### config.mk
export PLATFORM = sky130hd
export DESIGN_NAME = printer_port
export DESIGN_NICKNAME = d
export VERILOG_FILES = /design/src/lpt_pkg.sv /design/src/sync_stage.sv /design/src/printer_port.sv
export SDC_FILE = /design/constraint.sdc
export NUM_CORES = 1
export LEC_CHECK = 0
export ABC_AREA = 1
export BUFFER_PORTS_ARGS = -buffer_cell sky130_fd_sc_hd__clkbuf_2
export CAP_MARGIN = 0
export CELL_PAD_IN_SITES_DETAIL_PLACEMENT = 0
export CELL_PAD_IN_SITES_GLOBAL_PLACEMENT = 2
export CORE_UTILIZATION = 31
export DETAILED_ROUTE_END_ITERATION = 10
export PLACE_DENSITY = 0.9
export SKIP_LAST_GASP = 1
export SYNTH_ARGS = -nofsm -noshare
export SYNTH_HDL_FRONTEND = slang
export SYNTH_SLANG_ARGS = --single-unit
### constraint.sdc
create_clock -name clk_i -period 4.99 [get_ports clk_i]
set_input_delay 0.998 -clock clk_i [delete_from_list [all_inputs] [get_ports clk_i]]
set_output_delay 0.998 -clock clk_i [all_outputs]
set_load 0.01 [all_outputs]
### src/lpt_pkg.sv
// constants, register map and carrier types of the printer port
package lpt_pkg;
  // register byte offsets on the avalon slave
  localparam logic [4:0] OFF_DATA = 5'h00;
  localparam logic [4:0] OFF_STATUS = 5'h04;
  localparam logic [4:0] OFF_CONTROL = 5'h08;
  localparam logic [4:0] OFF_IRQ_STATUS = 5'h0c;
  localparam logic [4:0] OFF_IRQ_MASK = 5'h10;
  // control register fields
  localparam int CTL_STROBE = 0;
  localparam int CTL_AUTOFEED = 1;
  localparam int CTL_SELECT = 3;
  localparam int CTL_DIR_IN = 5;
  localparam int CTL_PORT_EN = 6;
  localparam logic [7:0] CTL_WMASK = 8'h6b;
  localparam logic [7:0] CTL_RESET = 8'h00;
  // status register fields
  localparam int ST_FAULT_N = 3;
  localparam int ST_SELECTED = 4;
  localparam int ST_PAPER_OUT = 5;
  localparam int ST_ACK_N = 6;
  localparam int ST_BUSY = 7;
  // interrupt status and mask fields
  localparam int EV_ACK = 0;
  localparam int EV_FAULT = 1;
  localparam int EV_PAPER = 2;
  localparam int EV_READY = 3;
  localparam int EV_W = 4;
  localparam logic [3:0] EV_RESET = 4'h0;
  // synchroniser depth and bus answer latency
  localparam int SYNC_STAGES = 2;
  localparam int ANSWER_CYCLES = 1;

  // sensed printer inputs, as seen on the pins
  typedef struct packed {
    logic busy;
    logic ack_n;
    logic paper_out;
    logic selected;
    logic fault_n;
  } printer_status_t;

  // handshake outputs toward the printer
  typedef struct packed {
    logic select_request_n;
    logic auto_feed_n;
    logic data_strobe_n;
  } printer_ctrl_t;

  // bus answer machine, gray coded
  typedef enum logic {
    BUS_IDLE = 1'b0,
    BUS_ANSWER = 1'b1
  } bus_state_t;
endpackage

### src/sync_stage.sv
// multi-bit two-flop synchroniser with clock enable
`timescale 1ns/1ps
module sync_stage #(
  parameter int WIDTH = 1,
  parameter logic RESET_VAL = 1'b0
) (
  // clock and reset
  input wire logic clk_i,
  input wire logic rst_n_i,
  input wire logic ce_i,
  // data
  input wire logic [WIDTH-1:0] d_i,
  output logic [WIDTH-1:0] q_o
);
  logic [WIDTH-1:0] meta_r;

  initial begin
    if (WIDTH < 1) begin
      $error("sync_stage width must be positive");
    end
  end

  // first stage feeds only the second
  always_ff @(posedge clk_i or negedge rst_n_i) begin
    if (!rst_n_i) begin
      meta_r <= {WIDTH{RESET_VAL}};
      q_o <= {WIDTH{RESET_VAL}};
    end else if (ce_i) begin
      meta_r <= d_i;
      q_o <= meta_r;
    end
  end
endmodule

### src/printer_port.sv
// printer parallel port: avalon register slave, pin drive and sensing
`timescale 1ns/1ps
module printer_port
  import lpt_pkg::*;
#(
  parameter int DATA_W = 8
) (
  // clock, reset, enable
  input wire logic clk_i,
  input wire logic rst_n_i,
  input wire logic ce_i,
  // avalon-mm slave
  input wire logic [4:0] avs_address_i,
  input wire logic avs_read_i,
  input wire logic avs_write_i,
  input wire logic [3:0] avs_byteenable_i,
  input wire logic [31:0] avs_writedata_i,
  output logic [31:0] avs_readdata_o,
  output logic avs_waitrequest_o,
  // interrupt
  output logic irq_o,
  // printer status inputs
  input wire lpt_pkg::printer_status_t printer_status_i,
  // printer handshake outputs
  output lpt_pkg::printer_ctrl_t printer_ctrl_o,
  // print data bus, three signals per line
  input wire logic [DATA_W-1:0] print_data_bus_i,
  output logic [DATA_W-1:0] print_data_bus_o,
  output logic [DATA_W-1:0] print_data_bus_oe_o
);
  import lpt_pkg::*;

  initial begin
    if (DATA_W != 8) begin
      $error("printer_port serves a byte-wide data bus only");
    end
  end

  function automatic logic hit(input logic [4:0] addr, input logic [4:0] off);
    hit = (addr[4:2] == off[4:2]);
  endfunction

  ////////////////////////////////////////////////////////////////////////
  // reset release and input synchronisers
  logic rst_n;
  printer_status_t st_s;
  logic [DATA_W-1:0] bus_s;

  sync_stage #(.WIDTH(1), .RESET_VAL(1'b0)) u_rst_sync (
    .clk_i(clk_i),
    .rst_n_i(rst_n_i),
    .ce_i(1'b1),
    .d_i(1'b1),
    .q_o(rst_n)
  );

  // printer levels are asynchronous to clk_i
  sync_stage #(.WIDTH(5), .RESET_VAL(1'b0)) u_st_sync (
    .clk_i(clk_i),
    .rst_n_i(rst_n),
    .ce_i(ce_i),
    .d_i(printer_status_i),
    .q_o(st_s)
  );

  sync_stage #(.WIDTH(DATA_W), .RESET_VAL(1'b0)) u_bus_sync (
    .clk_i(clk_i),
    .rst_n_i(rst_n),
    .ce_i(ce_i),
    .d_i(print_data_bus_i),
    .q_o(bus_s)
  );

  ////////////////////////////////////////////////////////////////////////
  // bus handshake: one wait cycle, then a single-cycle answer
  bus_state_t state_r;
  bus_state_t state_nxt;
  logic [7:0] ctrl_r;
  logic [DATA_W-1:0] data_r;
  logic [EV_W-1:0] ev_r;
  logic [EV_W-1:0] mask_r;
  logic [EV_W-1:0] ev_read_r;
  printer_status_t st_prev_r;

  wire req = avs_read_i | avs_write_i;
  wire take = (state_r == BUS_IDLE) & req;
  wire done = (state_r == BUS_ANSWER);
  wire wr_done = done & avs_write_i & avs_byteenable_i[0];
  wire rd_done = done & avs_read_i;
  wire wr_data = wr_done & hit(avs_address_i, OFF_DATA);
  wire wr_ctrl = wr_done & hit(avs_address_i, OFF_CONTROL);
  wire wr_mask = wr_done & hit(avs_address_i, OFF_IRQ_MASK);
  wire rd_evst = rd_done & hit(avs_address_i, OFF_IRQ_STATUS);

  assign state_nxt = take ? BUS_ANSWER : BUS_IDLE;

  // readback sources
  wire dir_in = ctrl_r[CTL_DIR_IN];
  wire [7:0] status_byte = {st_s.busy, st_s.ack_n, st_s.paper_out, st_s.selected,
                            st_s.fault_n, 3'h0};
  wire [7:0] ctrl_byte = {1'b0, ctrl_r[6:5], 1'b0, ~printer_ctrl_o.select_request_n,
                          1'b0, ~printer_ctrl_o.auto_feed_n, ~printer_ctrl_o.data_strobe_n};
  wire [7:0] data_byte = dir_in ? bus_s : data_r;
  wire sel_data = hit(avs_address_i, OFF_DATA);
  wire sel_stat = hit(avs_address_i, OFF_STATUS);
  wire sel_ctrl = hit(avs_address_i, OFF_CONTROL);
  wire sel_evst = hit(avs_address_i, OFF_IRQ_STATUS);
  wire sel_mask = hit(avs_address_i, OFF_IRQ_MASK);
  // unmapped offsets answer zero
  wire [7:0] rd_byte = sel_data ? data_byte :
                       sel_stat ? status_byte :
                       sel_ctrl ? ctrl_byte :
                       sel_evst ? {4'h0, ev_r} :
                       sel_mask ? {4'h0, mask_r} : 8'h00;

  ////////////////////////////////////////////////////////////////////////
  // printer events, sticky until read
  logic [EV_W-1:0] ev_in;
  assign ev_in[EV_ACK] = st_prev_r.ack_n & ~st_s.ack_n;
  assign ev_in[EV_FAULT] = st_prev_r.fault_n & ~st_s.fault_n;
  assign ev_in[EV_PAPER] = ~st_prev_r.paper_out & st_s.paper_out;
  assign ev_in[EV_READY] = st_prev_r.busy & ~st_s.busy;
  // a read clears only what it reported; a same-cycle event survives
  wire [EV_W-1:0] ev_nxt = (ev_r & ~(rd_evst ? ev_read_r : EV_RESET)) | ev_in;
  wire [EV_W-1:0] mask_nxt = wr_mask ? avs_writedata_i[EV_W-1:0] : mask_r;
  wire [7:0] ctrl_nxt = wr_ctrl ? (avs_writedata_i[7:0] & CTL_WMASK) : ctrl_r;
  wire drive_en = ctrl_nxt[CTL_PORT_EN] & ~ctrl_nxt[CTL_DIR_IN];

  ////////////////////////////////////////////////////////////////////////
  // state
  always_ff @(posedge clk_i or negedge rst_n) begin
    if (!rst_n) begin
      state_r <= BUS_IDLE;
      avs_waitrequest_o <= 1'b1;
      avs_readdata_o <= 32'h0000_0000;
      ev_read_r <= EV_RESET;
    end else if (ce_i) begin
      state_r <= state_nxt;
      avs_waitrequest_o <= ~take;
      if (take) begin
        avs_readdata_o <= {24'h00_0000, rd_byte};
        // clear exactly what the answer reports; later events stay set
        ev_read_r <= ev_r;
      end
    end
  end

  always_ff @(posedge clk_i or negedge rst_n) begin
    if (!rst_n) begin
      ctrl_r <= CTL_RESET;
      data_r <= '0;
      ev_r <= EV_RESET;
      mask_r <= EV_RESET;
      irq_o <= 1'b0;
      st_prev_r <= '0;
    end else if (ce_i) begin
      ctrl_r <= ctrl_nxt;
      if (wr_data) begin
        data_r <= avs_writedata_i[DATA_W-1:0];
      end
      ev_r <= ev_nxt;
      mask_r <= mask_nxt;
      irq_o <= |(ev_nxt & mask_nxt);
      st_prev_r <= st_s;
    end
  end

  // handshake pins follow the control register, inverted; the data bus follows the data register
  always_ff @(posedge clk_i or negedge rst_n) begin
    if (!rst_n) begin
      printer_ctrl_o <= '1;
      print_data_bus_o <= '0;
      print_data_bus_oe_o <= '0;
    end else if (ce_i) begin
      printer_ctrl_o.select_request_n <= ~ctrl_nxt[CTL_SELECT];
      printer_ctrl_o.auto_feed_n <= ~ctrl_nxt[CTL_AUTOFEED];
      printer_ctrl_o.data_strobe_n <= ~ctrl_nxt[CTL_STROBE];
      // software paces bytes against busy; nothing is queued here
      print_data_bus_o <= wr_data ? avs_writedata_i[DATA_W-1:0] : data_r;
      print_data_bus_oe_o <= {DATA_W{drive_en}};
    end
  end
endmodule

==> summary.log <==
qor: status.status completed
qor: finish.mostFrequentLayoutCell nand2_1
qor: flow_run.cap_violations 0
qor: hold_path.timing.hold.worst.class reg -> reg
qor: logic_synthesis.synth_largest_type_area_fraction 49.94%
qor: routing.wire_per_inst 13.05 µm
qor: clock_tree.cts_htree_levels 3
qor: die.rows 37
qor: logic_synthesis.synthesized_area_fraction_occupied_by_ao_oa_aoi_and_oai_cells 10.39%
qor: critical_path.cp_most_frequent_cell inv_2
qor: die.core 10510 µm²
qor: clock_tree.clock_slew_at_reported_path_ffs 0.08 ns
qor: finish.num_antenna_cells 0
qor: critical_path.crit_buf_inv 3
qor: routing.detail_route.iter0.violations 113
qor: die.chipHeight 106.8 µm
qor: placed_design.port-buffer-count 58
qor: logic_synthesis.post_synth_xor_area_fraction 0%
qor: finish.final_net_count 523
qor: die.floorplan.initialDensity 32.42%
qor: timing.finalHoldViolations 0
qor: clock_tree.cts_resized 0
qor: critical_path.cell_by_cell_listing_of_the_critical_path clkbuf_2, inv_2, nor3_4, inv_2, nand2_1, o21ai_1
qor: logic_synthesis.portion_of_the_post_synthesis_area_used_by_sequential_elements 53.03%
qor: critical_path.worst_ep_arrival_time 2.31 ns
qor: global_route.globalRoute.totalOverflow 0
qor: logic_synthesis.mappedNetlistArea 3407 µm²
qor: finish.filler_cell_count 1129
qor: placed_design.dp_worst_setup_slack 2.530 ns
qor: critical_path.timing.critical_path.required 5.23 ns
qor: logic_synthesis.post_synth_mux_area_share 0%
qor: clock_tree.ctsLongestPathBuffers 2
qor: clock_tree.cts.hold.buffers_added 0
qor: logic_synthesis.synthesis.area_per_instance 8.249 µm²
qor: critical_path.critical_path_peak_fanout 28
qor: power.leakagePower 0.002001 µW
qor: power.p_sw 475.1 µW
qor: placed_design.dp.cells 589
qor: clock_tree.clock_sinks 72
qor: logic_synthesis.synthCells 413
qor: power.internal-power 1033 µW
qor: routing.vias 2652
qor: routing.drtPass1Iterations 4
qor: power.total_power 1508 µW
qor: timing.timing.final.ws_setup 2.918 ns
qor: timing.period_share 41.52%
qor: placed_design.placedInstanceArea 3687 µm²
qor: timing.worst-slew-pin-transition 0.9136 ns
qor: clock_tree.clock_tree_from_tritoncts done
qor: power.sequentialPowerShare 49.2%
qor: logic_synthesis.synthesis.yosys.warnings 0
qor: routing.ant_nets 0
qor: logic_synthesis.synth_flop_cell dfrtp_1
qor: critical_path.cp_slowest_stage_delay 0.59 ns
qor: finish.layout-area-overhead-vs-synth 14.03%
qor: critical_path.end_kind register
qor: placed_design.gp_congestion 0.8278
qor: critical_path.critical-path-slowest-cell nor3_4
qor: timing.period_needed 2.072 ns
qor: global_route.number_of_antenna_violations_at_the_first_check_in_global_routing 0
qor: logic_synthesis.synth_enable_flop_cells 0
qor: routing.postRouteWirelength 7.894 mm
qor: clock_tree.numCtsBuffers 9
qor: clock_tree.cts_setup_buffers 0
qor: timing.max_transition_viols_final 0
qor: power.combPwrFrac 19.3%
qor: logic_synthesis.asyncSetResetFlopFracSynth 100.0%
qor: logic_synthesis.yosysTopAreaCell dfrtp_1
qor: timing.clock-skew-final 0.01095 ns
qor: die.pin_count 112
qor: finish.finalNonFillerCells 605
qor: routing.avgViaCountPerCell 4.383
qor: critical_path.critical_path.startpoint_type input pin
qor: finish.layout-drive-gt1-share 20.26%
qor: power.netSwitchingFraction 31.50%
qor: critical_path.cell_family_contributing_the_most_delay_on_the_critical_path simple AND/OR/NAND/NOR gates
qor: timing.finalSetupViolCount 0
qor: critical_path.crit_type in -> reg
qor: routing.drc 0
qor: clock_tree.clk_latency 0.35 ns
qor: placed_design.hpwlAfterDp 5.615 mm
qor: finish.final_cell_area 3885 µm²
qor: timing.timing.setup.tns 0 ns
qor: timing.max_freq 482.7 MHz
qor: logic_synthesis.number_of_distinct_library_cell_variants_in_the_gate_level_netlist_after_synthesis 31
qor: die.die_w 106.8 µm
qor: timing.slew-limit-headroom 39.09%
qor: clock_tree.clock_tree.root_cell clkbuf_8
qor: global_route.grt_max_degree 71
qor: logic_synthesis.netlist_top_cells_area dfrtp_1 50%, nand2_1 18%, buf_4 6.8%
qor: logic_synthesis.post_synth_fa_ha_maj_area_fraction 0%
qor: power.vdd_ir_drop_max 0.0001042 V
qor: global_route.grt_pass1_vias 2477
qor: global_route.globalRouteTotalUtil 14.62%
qor: finish.most-common-layout-cells 159 x nand2_1, 67 x dfrtp_1, 58 x clkbuf_2
qor: logic_synthesis.synthesized_area_fraction_occupied_by_and_or_nand_nor_cells 24.09%
qor: logic_synthesis.largest_family_of_logic_cells_by_synthesized_area simple AND/OR/NAND/NOR gates
qor: timing.setup_repair_after_global_routing_missed_its_margin no
qor: die.fp.dieArea 11410 µm²
qor: global_route.grt_pass1_wl 12.62 mm
qor: power.power_frac_clock 31.5%
qor: logic_synthesis.postSynthRegisterBits 72
qor: power.cellPowerDensity 388.2 nW/µm²
==> worst reg2reg max path, stage by stage (launching register included) <==
cell      delay [ns]
dfrtp_1         0.45
nand3_2         0.18
clkinv_1        0.12
nand2_1         0.23
inv_2           0.11
o21ai_1         0.23
nand2_1         0.08
o21ai_1         0.09
==> worst paths after layout <==
path | from | to | slack, ns | cells past startpoint
max | ce_i | ev_read_r[3]$_DFFE_PN0P_ | 2.92 | 6
min | u_rst_sync.meta_r$_DFF_PN0_ | u_rst_sync.q_o$_DFF_PN0_ | 0.35 | 0
max reg2reg | done$_DFFE_PN0P_ | ctrl_r[5]$_DFFE_PN0P_ | 3.44 | 7
min reg2reg | u_rst_sync.meta_r$_DFF_PN0_ | u_rst_sync.q_o$_DFF_PN0_ | 0.35 | 0
max in group asynchronous | u_rst_sync.q_o$_DFF_PN0_ | u_st_sync.meta_r[3]$_DFFE_PN0P_ | 3.91 | 1
min in group asynchronous | rst_n_i | u_rst_sync.q_o$_DFF_PN0_ | 0.41 | 1
==> metrics by stage <==
step | hold WS [ns] | utilization (%)
6_report | 0.3536 | 36.97
5_1_grt | 0.3694 | 36.97
3_3_place_gp | 0.3360 | 35.09
3_5_place_dp | 0.3410 | 35.09
4_1_cts | 0.3625 | 36.97
2_1_floorplan | 0.3312 | -
==> power by group through the flow <==
stage / sequential [µW] / clock, µW / combinational [µW]
4_1_cts: 745 / 479 / 296
6_report: 743 / 475 / 291
3_3_place_gp: 753 / 0 / 290
5_1_grt: 756 / 507 / 334
3_5_place_dp: 756 / 0 / 295
2_1_floorplan: 766 / 0 / 191
==> state kept, by name (all words and copies together) (netlist names), 5 cells and up <==
register           cells
avs_readdata_o         8
u_st_sync.meta_r       5
ctrl_r                 5
u_bus_sync.meta_r      8
data_r                 8
u_bus_sync.q_o         8
u_st_sync.q_o          5
==> cells by family (layout without fill, tap and decap cells) <==
kind of cell | count (synthesis) | count (layout)
AOI/OAI and AO/OA | 62 | 62
buffers and inverters | 78 | 111
DFF | 72 | 72
other | 2 | 25
and+or+nand+nor | 199 | 199
==> layer usage <==
metal  part of all wire, %  vias up  global-route usage [%]
met4                   1.4        0                   5.284
met2                    45       57                   22.17
met3                   4.1       10                   3.465
met5                     0        -                       0
li1                      -     1354                       -
met1                    49     1231                   20.30
==> synthesized netlist by cell type (3+ instances only) <==
| master | count |
|---|---|
| nand2_1 | 159 |
| dfrtp_1 | 68 |
| buf_4 | 31 |
| inv_1 | 27 |
| o21ai_0 | 22 |
| nand3_1 | 16 |
| nor2_1 | 16 |
| o21ai_1 | 16 |
| clkbuf_1 | 9 |
| inv_2 | 6 |
| a31oi_1 | 5 |
| a21oi_1 | 4 |
| dfstp_2 | 4 |
| o21a_1 | 4 |
| o211ai_1 | 3 |
==> cell type report <==
cell class | instances | area (µm²) | share of cell area, %
flip-flops and latches | 72 | 1808 | 46.54
multi-input cells | 286 | 1269 | 32.66
repair buffers | 61 | 312.8 | 8.052
well taps | 136 | 170.2 | 4.380
clock buffers | 11 | 141.4 | 3.639
inverters | 34 | 127.6 | 3.285
clock inverters | 5 | 56.30 | 1.449
No activity file was read; power rests on OpenSTA's default activity.
